--- config.mk ---
export PLATFORM = sky130hd
export DESIGN_NAME = flash_rom_debug_protect
export DESIGN_NICKNAME = d
export VERILOG_FILES = /design/src/flash_protect_pkg.sv /design/src/flash_rom_debug_protect.sv
export SDC_FILE = /design/constraint.sdc
export NUM_CORES = 1
export LEC_CHECK = 0
export ABC_AREA = 0
export BUFFER_PORTS_ARGS = -buffer_cell sky130_fd_sc_hd__buf_2
export CORE_AREA = 2 2 125 127
export DETAILED_ROUTE_END_ITERATION = 8
export DIE_AREA = 0 0 127 129
export SLEW_MARGIN = 5
export SYNTH_ARGS = -nofsm -noshare
export SYNTH_HDL_FRONTEND = slang
export SYNTH_SLANG_ARGS = --single-unit
--- constraint.sdc ---
create_clock -name i_sys_clk -period 1.5 [get_ports i_sys_clk]
set_input_delay 0.3 -clock i_sys_clk [delete_from_list [all_inputs] [get_ports i_sys_clk]]
set_output_delay 0.3 -clock i_sys_clk [all_outputs]
set_load 0.1 [all_outputs]
--- src/flash_protect_pkg.sv ---
// Package: constants and carriers for the flash/ROM/debug protection block
package flash_protect_pkg;

  // ****************************************************************
  // Register map (byte addresses on APB)
  // ****************************************************************
  localparam logic [11:0] ADDR_FLASH_STATUS  = 12'h000;
  localparam logic [11:0] ADDR_ROM_CTRL      = 12'h004;
  localparam logic [11:0] ADDR_ROM_CTRL2     = 12'h008;
  localparam logic [11:0] ADDR_DEBUG_MODE    = 12'h00C;
  localparam logic [11:0] ADDR_PROTECT_STAT  = 12'h010;

  // ****************************************************************
  // Field positions and reset values
  // ****************************************************************
  localparam int          NUM_BLOCKS         = 4;
  localparam int          FLS_READY_BIT      = 0;
  localparam int          FLS_ROMTYPE_BIT    = 2;
  localparam int          FLS_PROT_LSB       = 4;
  localparam int          ROM_CTRL_EN_BIT    = 0;
  localparam int          DBG_DISABLE_BIT    = 0;
  localparam logic        DBG_DISABLE_RST    = 1'b1;
  localparam logic        ROM_EN_RST         = 1'b0;
  localparam logic [7:0]  ROM_CTRL2_RST      = 8'h00;

  // ****************************************************************
  // Address map of the protected array
  // ****************************************************************
  localparam logic [31:0] ROM_BASE           = 32'hBFC0_0000;
  localparam logic [31:0] ROM_LIMIT          = 32'hBFC7_FFFF;
  localparam logic [31:0] ROM_PEEK_ADDR0     = 32'hBFC0_0000;
  localparam logic [31:0] ROM_PEEK_ADDR1     = 32'hBFC0_0002;
  localparam int          BLOCK_BYTES        = 131072;

  // Erase commands presented to the flash core
  typedef enum logic [1:0] {
    CMD_NONE       = 2'b00,
    CMD_PROT_ERASE = 2'b01,
    CMD_OTHER      = 2'b10,
    CMD_CHIP_ALL   = 2'b11
  } flash_cmd_t;

  // One access request from a bus master
  typedef struct packed {
    logic        valid;
    logic        write;
    logic [31:0] addr;
    logic        from_rom;   // Issuing instruction fetched from ROM
    logic        patched;    // Instruction patched into RAM by ROM correction
  } access_req_t;

endpackage

--- src/flash_rom_debug_protect.sv ---
// Flash/ROM read protection, block write protection and debug-unit disconnect
//
// The APB interface to the registers and the register offsets were decided locally.
`timescale 1ns/100ps

module flash_rom_debug_protect
  import flash_protect_pkg::*;
#(
  parameter bit IS_MASK_ROM = 1'b0
) (
  input  wire logic                          i_sys_clk,
  input  wire logic                          i_reset,
  // APB slave
  input  wire logic                          i_psel,
  input  wire logic                          i_penable,
  input  wire logic                          i_pwrite,
  input  wire logic [11:0]                   i_paddr,
  input  wire logic [31:0]                   i_pwdata,
  input  wire flash_protect_pkg::access_req_t i_apb_src,
  output logic      [31:0]                   o_prdata,
  output logic                               o_pready,
  output logic                               o_pslverr,
  // Nonvolatile protect bits and flash core status
  input  wire logic [3:0]                    i_block_protect_bits,
  input  wire logic                          i_flash_ready,
  input  wire logic                          i_prot_bits_cleared,
  // Processor data access
  input  wire flash_protect_pkg::access_req_t i_cpu_req,
  output logic                               o_cpu_allow,
  // DMA: register write and data transfer
  input  wire flash_protect_pkg::access_req_t i_dma_reg_req,
  output logic                               o_dma_reg_allow,
  output logic                               o_bus_error_nmi,
  input  wire logic                          i_dma_xfer_valid,
  output logic                               o_dma_xfer_allow,
  // Debug port
  input  wire flash_protect_pkg::access_req_t i_dbg_req,
  output logic                               o_dbg_allow,
  output logic                               o_debug_unit_off,
  // Flash command path
  input  wire logic                          i_writer_mode,
  input  wire logic                          i_cmd_valid,
  input  wire flash_protect_pkg::flash_cmd_t i_cmd,
  input  wire logic                          i_cmd_unprotect_seq,
  input  wire logic [31:0]                   i_cmd_addr,
  output flash_protect_pkg::flash_cmd_t      o_cmd,
  output logic                               o_cmd_valid,
  output logic      [31:0]                   o_cmd_addr,
  output logic      [3:0]                    o_block_wr_protect,
  output logic                               o_global_protect,
  output logic                               o_rom_protect
);
  import flash_protect_pkg::*;

  // ****************************************************************
  // Protection state
  // ****************************************************************
  typedef enum logic [1:0] {
    ST_IDLE     = 2'b00,
    ST_ERASE    = 2'b01,
    ST_CLR_BITS = 2'b10
  } release_state_t;

  logic           rom_en_reg;
  logic [7:0]     rom_ctrl2_reg;
  logic           debug_disable_reg;
  release_state_t rel_state_reg;
  logic           global_prot;
  logic           rom_prot;
  logic           dbg_prot;

  assign global_prot = IS_MASK_ROM ? 1'b1 : (&i_block_protect_bits);
  assign rom_prot    = rom_en_reg & global_prot;
  assign dbg_prot    = debug_disable_reg & global_prot;

  assign o_global_protect = global_prot;
  assign o_rom_protect    = rom_prot;
  assign o_debug_unit_off = dbg_prot;

  // Each block refuses program/erase while its bit is set
  genvar g;
  generate
    for (g = 0; g < NUM_BLOCKS; g++) begin : g_blk
      assign o_block_wr_protect[g] = IS_MASK_ROM | i_block_protect_bits[g];
    end
  endgenerate

  // ****************************************************************
  // Address classification
  // ****************************************************************
  function automatic logic in_rom(input logic [31:0] a);
    in_rom = (a >= ROM_BASE) && (a <= ROM_LIMIT);
  endfunction

  // Patched instructions show a ROM PC but really run from RAM
  function automatic logic trusted(input access_req_t r);
    trusted = r.from_rom & ~r.patched;
  endfunction

  logic cpu_rom_data;
  logic cpu_peek_ok;
  assign cpu_rom_data = in_rom(i_cpu_req.addr);
  assign cpu_peek_ok  = ~i_cpu_req.write &
                        ((i_cpu_req.addr == ROM_PEEK_ADDR0) |
                         (i_cpu_req.addr == ROM_PEEK_ADDR1));

  // Non-ROM data and trusted ROM code stay open
  assign o_cpu_allow = ~rom_prot | ~cpu_rom_data | trusted(i_cpu_req)
                       | cpu_peek_ok;

  assign o_dbg_allow = ~(rom_prot & in_rom(i_dbg_req.addr));

  assign o_dma_xfer_allow = i_dma_xfer_valid;

  assign o_dma_reg_allow = ~rom_prot | trusted(i_dma_reg_req);

  // ****************************************************************
  // Bus error pulse for refused DMA register writes
  // ****************************************************************
  logic nmi_reg;
  always_ff @(posedge i_sys_clk) begin
    if (i_reset) begin
      nmi_reg <= 1'b0;
    end else begin
      nmi_reg <= i_dma_reg_req.valid & i_dma_reg_req.write & ~o_dma_reg_allow;
    end
  end
  assign o_bus_error_nmi = nmi_reg;

  // ****************************************************************
  // Flash command filter
  // ****************************************************************
  always_comb begin
    o_cmd       = i_cmd;
    o_cmd_valid = i_cmd_valid;
    o_cmd_addr  = i_cmd_addr;
    if (rel_state_reg == ST_ERASE) begin
      o_cmd       = CMD_CHIP_ALL;
      o_cmd_valid = 1'b1;
    end else if (rom_prot) begin
      if (i_writer_mode) begin
        o_cmd_valid = i_cmd_valid & i_cmd_unprotect_seq;
      end else begin
        o_cmd_valid = 1'b0;
        o_cmd_addr  = 32'h0000_0000;
      end
    end else if (global_prot && !IS_MASK_ROM) begin
      if (i_cmd == CMD_PROT_ERASE) begin
        o_cmd_valid = 1'b0;
      end else begin
        o_cmd_valid = 1'b0;
      end
    end else if (IS_MASK_ROM) begin
      o_cmd_valid = 1'b0;
    end
  end

  // Release: full erase first, then wait for all protect bits to clear
  always_ff @(posedge i_sys_clk) begin
    if (i_reset) begin
      rel_state_reg <= ST_IDLE;
    end else begin
      case (rel_state_reg)
        ST_IDLE: begin
          if (global_prot && !rom_prot && !IS_MASK_ROM && i_cmd_valid
              && i_cmd == CMD_PROT_ERASE) begin
            rel_state_reg <= ST_ERASE;
          end
        end
        ST_ERASE: begin
          rel_state_reg <= ST_CLR_BITS;
        end
        ST_CLR_BITS: begin
          if (i_flash_ready && i_prot_bits_cleared) begin
            rel_state_reg <= ST_IDLE;
          end
        end
        default: begin
          rel_state_reg <= ST_IDLE;
        end
      endcase
    end
  end

  // ****************************************************************
  // APB register file
  // ****************************************************************
  logic apb_wr;
  logic wr_ok;
  assign apb_wr    = i_psel & i_penable & i_pwrite;
  assign wr_ok     = ~rom_prot | trusted(i_apb_src);
  assign o_pready  = 1'b1;
  assign o_pslverr = 1'b0;

  always_ff @(posedge i_sys_clk) begin
    if (i_reset) begin
      rom_en_reg    <= ROM_EN_RST;
      rom_ctrl2_reg <= ROM_CTRL2_RST;
    end else if (apb_wr && wr_ok) begin
      if (i_paddr == ADDR_ROM_CTRL) begin
        rom_en_reg <= i_pwdata[ROM_CTRL_EN_BIT];
      end
      if (i_paddr == ADDR_ROM_CTRL2) begin
        rom_ctrl2_reg <= i_pwdata[7:0];
      end
    end
  end

  always_ff @(posedge i_sys_clk) begin
    if (i_reset) begin
      debug_disable_reg <= DBG_DISABLE_RST;
    end else if (apb_wr && wr_ok && i_paddr == ADDR_DEBUG_MODE) begin
      debug_disable_reg <= i_pwdata[DBG_DISABLE_BIT];
    end
  end

  logic [31:0] rdata;
  always_comb begin
    rdata = 32'h0000_0000;
    case (i_paddr)
      ADDR_FLASH_STATUS: begin
        rdata[FLS_PROT_LSB +: NUM_BLOCKS] = i_block_protect_bits;
        rdata[FLS_ROMTYPE_BIT]            = IS_MASK_ROM;
        rdata[FLS_READY_BIT]              = IS_MASK_ROM | i_flash_ready;
      end
      ADDR_ROM_CTRL:     rdata[ROM_CTRL_EN_BIT] = rom_en_reg;
      ADDR_ROM_CTRL2:    rdata[7:0] = rom_ctrl2_reg;
      ADDR_DEBUG_MODE:   rdata[DBG_DISABLE_BIT] = debug_disable_reg;
      ADDR_PROTECT_STAT: rdata[2:0] = {dbg_prot, rom_prot, global_prot};
      default:           rdata = 32'h0000_0000;
    endcase
  end

  assign o_prdata = rdata;

  // ****************************************************************
  // Checks
  // ****************************************************************
  chk_rom_prot_def: assert property (@(posedge i_sys_clk) disable iff (i_reset)
    rom_prot == (rom_en_reg & global_prot))
    else $error("rom protect mismatch");
  chk_dbg_prot_def: assert property (@(posedge i_sys_clk) disable iff (i_reset)
    o_debug_unit_off == (debug_disable_reg & global_prot))
    else $error("debug protect mismatch");
  chk_global_and: assert property (@(posedge i_sys_clk) disable iff (i_reset)
    !IS_MASK_ROM |-> (o_global_protect == &i_block_protect_bits))
    else $error("global protect not AND");
  chk_cpu_block_rom: assert property (@(posedge i_sys_clk) disable iff (i_reset)
    (rom_prot && in_rom(i_cpu_req.addr) && !i_cpu_req.from_rom && !cpu_peek_ok)
      |-> !o_cpu_allow)
    else $error("ROM data leaked");
  chk_dbg_block: assert property (@(posedge i_sys_clk) disable iff (i_reset)
    (rom_prot && in_rom(i_dbg_req.addr)) |-> !o_dbg_allow)
    else $error("debug ROM access leaked");
  chk_dma_nmi: assert property (@(posedge i_sys_clk) disable iff (i_reset)
    (i_dma_reg_req.valid && i_dma_reg_req.write && !o_dma_reg_allow) |=> o_bus_error_nmi)
    else $error("missing bus error");
  chk_cmd_masked: assert property (@(posedge i_sys_clk) disable iff (i_reset)
    (rom_prot && !i_writer_mode && rel_state_reg == ST_IDLE) |-> !o_cmd_valid)
    else $error("command passed under protection");
  chk_reg_masked: assert property (@(posedge i_sys_clk) disable iff (i_reset)
    (apb_wr && rom_prot && !trusted(i_apb_src)) |=> $stable(rom_en_reg))
    else $error("protect register overwritten");
  chk_release_erase: assert property (@(posedge i_sys_clk) disable iff (i_reset)
    (rel_state_reg == ST_ERASE) |-> (o_cmd == CMD_CHIP_ALL && o_cmd_valid)
      ##1 (rel_state_reg == ST_CLR_BITS))
    else $error("release erase missing");

  // Further checks on register masking, DMA, access paths and the protected command filter branches
  chk_no_global_open: assert property (@(posedge i_sys_clk) disable iff (i_reset)
    !o_global_protect
      |-> (!o_rom_protect && !o_debug_unit_off))
    else $error("protection active without global protect");
  chk_dbg_reg_masked: assert property (@(posedge i_sys_clk) disable iff (i_reset)
    (apb_wr && rom_prot && !trusted(i_apb_src))
      |=> $stable(debug_disable_reg))
    else $error("debug disable overwritten");
  chk_ctrl2_masked: assert property (@(posedge i_sys_clk) disable iff (i_reset)
    (apb_wr && rom_prot && !trusted(i_apb_src))
      |=> $stable(rom_ctrl2_reg))
    else $error("second protect register overwritten");
  chk_dma_xfer_open: assert property (@(posedge i_sys_clk) disable iff (i_reset)
    (rom_prot && i_dma_xfer_valid)
      |-> o_dma_xfer_allow)
    else $error("DMA transfer refused");
  chk_dma_reg_trust: assert property (@(posedge i_sys_clk) disable iff (i_reset)
    (i_dma_reg_req.valid && trusted(i_dma_reg_req))
      |-> o_dma_reg_allow)
    else $error("trusted DMA register write refused");
  chk_writer_filter: assert property (@(posedge i_sys_clk) disable iff (i_reset)
    (rom_prot && i_writer_mode && rel_state_reg == ST_IDLE && !i_cmd_unprotect_seq)
      |-> !o_cmd_valid)
    else $error("writer command passed under protection");
  chk_cmd_addr_mask: assert property (@(posedge i_sys_clk) disable iff (i_reset)
    (rom_prot && !i_writer_mode && rel_state_reg == ST_IDLE)
      |-> (o_cmd_addr == 32'h0000_0000))
    else $error("command address not masked");
  chk_other_cmd_drop: assert property (@(posedge i_sys_clk) disable iff (i_reset)
    (global_prot && !rom_prot && rel_state_reg == ST_IDLE)
      |-> !o_cmd_valid)
    else $error("command passed under global protect");
  chk_release_start: assert property (@(posedge i_sys_clk) disable iff (i_reset)
    (rel_state_reg == ST_IDLE && global_prot && !rom_prot && !IS_MASK_ROM && i_cmd_valid
     && i_cmd == CMD_PROT_ERASE) |=> (rel_state_reg == ST_ERASE))
    else $error("protect erase not converted");
  chk_release_wait: assert property (@(posedge i_sys_clk) disable iff (i_reset)
    (rel_state_reg == ST_CLR_BITS && !(i_flash_ready && i_prot_bits_cleared))
      |=> (rel_state_reg == ST_CLR_BITS))
    else $error("release left before bits cleared");
  chk_trusted_load: assert property (@(posedge i_sys_clk) disable iff (i_reset)
    (!in_rom(i_cpu_req.addr) || trusted(i_cpu_req))
      |-> o_cpu_allow)
    else $error("permitted access refused");
  chk_patched_deny: assert property (@(posedge i_sys_clk) disable iff (i_reset)
    (rom_prot && in_rom(i_cpu_req.addr) && i_cpu_req.patched && !cpu_peek_ok)
      |-> !o_cpu_allow)
    else $error("patched code read ROM data");
  chk_peek_open: assert property (@(posedge i_sys_clk) disable iff (i_reset)
    cpu_peek_ok
      |-> o_cpu_allow)
    else $error("peek address refused");
  chk_status_bits: assert property (@(posedge i_sys_clk) disable iff (i_reset)
    (i_paddr == ADDR_FLASH_STATUS)
      |-> (o_prdata[FLS_PROT_LSB +: NUM_BLOCKS] == i_block_protect_bits))
    else $error("status protect bits wrong");
  chk_blk_wr_flag: assert property (@(posedge i_sys_clk) disable iff (i_reset)
    !IS_MASK_ROM
      |-> (o_block_wr_protect == i_block_protect_bits))
    else $error("block write protect wrong");
  chk_dbg_port_open: assert property (@(posedge i_sys_clk) disable iff (i_reset)
    !rom_prot
      |-> o_dbg_allow)
    else $error("debug access refused without protection");

  // ****************************************************************
  // Cover points
  // ****************************************************************
  cov_rom_prot: cover property (@(posedge i_sys_clk) disable iff (i_reset) rom_prot);
  cov_release: cover property (@(posedge i_sys_clk) disable iff (i_reset)
    rel_state_reg == ST_ERASE);
  cov_nmi: cover property (@(posedge i_sys_clk) disable iff (i_reset) o_bus_error_nmi);
  cov_peek: cover property (@(posedge i_sys_clk) disable iff (i_reset)
    rom_prot && cpu_peek_ok && !i_cpu_req.from_rom);
  cov_writer_seq: cover property (@(posedge i_sys_clk) disable iff (i_reset)
    rom_prot && i_writer_mode && o_cmd_valid);

endmodule

Word-level counts from Yosys, hierarchy flattened
Cells that the tools add are included.
{ "word_totals": {"register_bits": 13, "word_cells": 77} }
{ "classes": {"order_cmp": 4, "n_eq_ne": 11, "mux": 16, "n_bitwise": 26, "reduce_logical": 15} }
{ "ops": {"columns": ["operator", "count"], "rows": [
  ["32-bit 2-to-1 mux", 3],
  ["32-bit equality test (second input constant)", 2],
  ["32-bit greater-or-equal comparator (second input constant)", 2],
  ["32-bit less-or-equal comparator (second input constant)", 2],
  ["12-bit by 4-bit equality test with 1-bit output (second input constant)", 2],
  ["1-bit AND", 12],
  ["12-bit by 3-bit equality test with 1-bit output (second input constant)", 1],
  ["12-bit by 5-bit equality test with 1-bit output (second input constant)", 1],
  ["12-bit zero test", 1],
  ["1-bit logical AND", 8],
  ["1-bit inverter", 8],
  ["4-bit one-hot mux with 2 select lines", 1],
  ["2-bit 2-to-1 mux", 3],
  ["1-bit OR", 6],
  ["2-bit one-hot mux with 3 select lines", 1],
  ["2-bit AND reduction", 3],
  ["1-bit 2-to-1 mux", 5],
  ["1-bit one-hot mux with 5 select lines", 1],
  ["2-bit by 1-bit equality test with 1-bit output (second input constant)", 2],
  ["2-bit != test (second input constant)", 2],
  ["1-bit one-hot mux with 2 select lines", 2],
  ["4-bit AND reduction", 1],
  ["2-bit equality test (second input constant)", 1],
  ["2-bit zero test", 1],
  ["1-bit zero test", 1]
]} }

Depth between registers and ports, before layout
{ "depth": {"word_depth": 8, "depth_mapped": 6} }

Worst setup path after synthesis
Ideal clock, no wire load.
{ "synth_path": {"kind": "input -> output", "startpoint": "in i_block_protect_bits[2]", "endpoint": "out o_cpu_allow", "arrival_time_ps": 2823, "required_ps": 1200, "setup_slack_ps": -1623, "cell_stages": 5, "cell_sequence": "and4_1 buf_4 nand2_1 inv_1 o2111ai_1"} }
{ "synth_via": {"elab_chain_len": 6} }
{ "synth_lines": {"columns": ["element", "line", "text"], "rows": [
  ["from (decl)", "flash_rom_debug_protect.sv:24", "input wire logic [3:0] i_block_protect_bits,"],
  ["4-bit AND reduction", "flash_rom_debug_protect.sv:72", "assign global_prot = IS_MASK_ROM ? 1'b1 : (&i_block_protect_bits);"],
  ["named net o_global_protect", "flash_rom_debug_protect.sv:50", "output logic o_global_protect,"],
  ["1-bit AND", "flash_rom_debug_protect.sv:73", "assign rom_prot = rom_en_reg & global_prot;"],
  ["named net o_rom_protect", "flash_rom_debug_protect.sv:51", "output logic o_rom_protect"],
  ["1-bit inverter", "flash_rom_debug_protect.sv:108", "assign o_cpu_allow = ~rom_prot | ~cpu_rom_data | trusted(i_cpu_req)"],
  ["1-bit OR (2 in series)", "flash_rom_debug_protect.sv:108", null],
  ["1-bit OR", "flash_rom_debug_protect.sv:109", "| cpu_peek_ok;"],
  ["to (decl)", "flash_rom_debug_protect.sv:29", "output logic o_cpu_allow,"]
]} }
The timed path passes the listed nets, and every way through them passes these cells.

Final worst setup path
{ "layout_path": {"startpoint": "in i_paddr[10]", "endpoint": "out o_prdata[0]"} }
{ "layout_via": {"elab_chain_len": 2, "word_cells_on_any_way": 6} }
{ "layout_lines": {"columns": ["element", "line", "text"], "rows": [
  ["from (decl)", "flash_rom_debug_protect.sv:17", "input wire logic [11:0] i_paddr,"],
  ["12-bit by 5-bit equality test with 1-bit output, or another cell as far along", "flash_rom_debug_protect.sv:220", "case (i_paddr)"],
  ["1-bit one-hot mux with 5 select lines *", "flash_rom_debug_protect.sv:220", null],
  ["to (decl)", "flash_rom_debug_protect.sv:20", "output logic [31:0] o_prdata,"]
]} }
Mark *: on every way between the ends. The rest lies on a longest branch, timed or not.

==> qor.yml <==
outcome:
  status: "finished, violations left"
  violations: "negative setup slack"
power_and_ir_drop:
  vdd_drop_max_uv: 291
  power_frac_comb_pct: 61.0
  p_total_mw: 2.24
  power.density_mw_per_mm2: 504
  seqPwrFrac_pct: 15.4
  switching_share_pct: 47.7
  p_leak_nw: 2.08
  power.switching_mw: 1.07
  pwr-share-clk_pct: 23.6
  internal_power_mw: 1.17
route:
  vias_per_cell: 3.63
  wl_met3_um: 576
  ant_nets: 0
  drtIter0Drc: 27
  wire_per_inst_um: 12.9
  vias: 2172
  drc: 0
  wl_met2_um: 4260
  wirelength_um: 7750
  dr.pass1.iters: 4
  drt-met1-wl_um: 2890
  highest_layer: "met4"
sta:
  tightest_slew_ps: 527
  finalMaxSlewViolations: 0
  clock_skew_ps: 3.41
  slew_headroom_pct: 65.1
  setup_violations: 52
  fin_crit_sh_pct: 132
  hold_viol: 0
  rsz0062_at_grt: "yes"
  fmax_ghz: 0.504
  fin_crit_ps: 1980
  setup_ws_ps: -483
setup_path:
  cp.arrival_ps: 1680
  crit_path_end_kind: "output pin"
  required_ps: 1200
  crit_type: "in -> out"
  worstSetupStartpointType: "input pin"
  crit_fanout: 2
die:
  core_sq_mm: 0.0150
  io-pin-count: 318
  initial_core_util_pct: 10.1
  die_h_um: 129
  die_area_sq_mm: 0.0164
  rows: 45
  fp.dieW_um: 127
yosys:
  synthArstFlopShare_pct: 0
  synth_top_area_cell: "dfxtp_1"
  syn_area_sq_mm: 0.00151
  ys_seq_elements: 13
  ys.flop_type: "dfxtp_1"
  syn_avg_cell_area_sq_um: 7.87
  ys_warn_count: 0
  yosysUniqueCellTypes: 38
  ys_top_cells_by_area: "dfxtp_1, buf_4, nor2b_1"
  syn_inst: 192
  synth_seq_area_share_pct: 17.2
  synth_top_area_share_pct: 17.2
  synth_edf_count: 0
cts:
  clk_pin_slew_ps: 50
  numCtsBuffers: 3
  cts_tree: "done"
  htreeDepth: 1
  cts_sinks: 13
  clock_latency_ps: 250
  postCtsHoldBufs: 0
  cts_root_buffer: "clkbuf_16"
  cts.path.max_buffers: 2
final_layout:
  largest_reg_flops: 8
  insertedDiodeCount: 0
  layoutNonFillerInstCount: 599
  layout.nets: 649
  fin_util_pct: 29.6
  drive_gt1_share_pct: 75.2
  layout_common_cells: "buf_2, buf_12, nor2b_4"
  mostFrequentLayoutCell: "buf_2"
  syn2layout_area_growth_pct: 194
global_route:
  grt_pass1_wl_um: 11600
  overflow: 0
  grt_usage_pct: 8.93
  grt_pass1_vias: 2245
  grt_antenna_before_repair: 0
  grt_start_max_net_pins: 23
placed_design:
  dp_hpwl_um: 5740
  place_inst: 570
  io_buffers: 174
  place_congestion: 0.694
job:
  maxCapViolations: 0
min_path:
  hold_path.class: "in -> reg"
## per-layer routing
| layer | up-vias | track usage, % |
|---|---|---|
| met5 | - | 0 |
| met4 | 0 | 1.16 |
| met3 | 4 | 1.95 |
| met2 | 122 | 17.7 |
| met1 | 988 | 9.98 |
| li1 | 1058 | - |
## through the flow
step	hold WS (ps)	TNS, ps	area (sq um)	setup slack, ps
floorplan	424	-18480	2050	-567
global placement	466	-21770	3400	-575
detailed placement	464	-22070	3400	-561
CTS	285	-14840	4390	-507
global route	295	-17610	4430	-547
finish	281	-14290	4430	-483
## final timing paths
| path | end | slack [ps] | cells after the start | start |
|---|---|---|---|---|
| setup / recovery | o_prdata[0] | -480 | 6 | i_paddr[10] |
| hold / removal | o_bus_error_nmi | 280 | 3 | i_dma_reg_req[34] |
| hold reg to reg | rom_ctrl2_reg[3] | 490 | 2 | rom_ctrl2_reg[3] |
| setup reg to reg | o_bus_error_nmi | 220 | 7 | rom_en_reg |
## layout make-up
type	instances	area, sq um
flip-flops and latches	13	265
well taps	188	235
fillers	1535	10500
inverters	4	22.5
multi-input cells	158	1480
clock buffers	4	78.8
repair buffers	232	2360
## cells by family (layout without fill, tap and decap cells)
group | Yosys count | in the layout | share of synthesized area, %
DFF | 13 | 13 | 17.2
and+or+nand+nor | 107 | 107 | 46.8
buffers and inverters | 45 | 240 | 21.7
AOI/OAI and AO/OA | 23 | 23 | 12.4
muxes | 2 | 2 | 1.33
other | 2 | 26 | 0.497
## timing repair
item | 4_1_cts | 5_1_grt
gates resized for setup | 160 | 20
gates cloned | 4 | 0
pin swaps | 18 | 10
buffers inserted | 23 | 5
endpoints found under the setup margin | 55 | 56
## synthesized netlist by cell type, drive strengths merged, types with 3 or more instances
| library cell | number |
|---|---|
| buf | 39 |
| nor2 | 6 |
| inv | 4 |
| nor4 | 8 |
| nand4 | 5 |
| nand3 | 4 |
| o21ai | 13 |
| nor4b | 4 |
| nand2 | 11 |
| and4 | 3 |
| nand4b | 11 |
| nor2b | 34 |
| nand2b | 12 |
| dfxtp | 13 |
| a22o | 4 |
## critical path, stage by stage
cell	delay [ps]
buf_6	90
or4_4	570
nor4_4	250
a32oi_2	170
o21ai_4	100
buf_12	190
## power by group through the flow
stage	Combinational (mW)	Sequential, mW	Clock [mW]
after floorplan	0.914	0.353	0
after detailed placement	1.16	0.353	0
after global routing	1.41	0.344	0.568
final	1.36	0.344	0.529
after global placement	1.15	0.353	0
after CTS	1.35	0.344	0.546
Note: power is estimated with default switching activity, not from simulation.
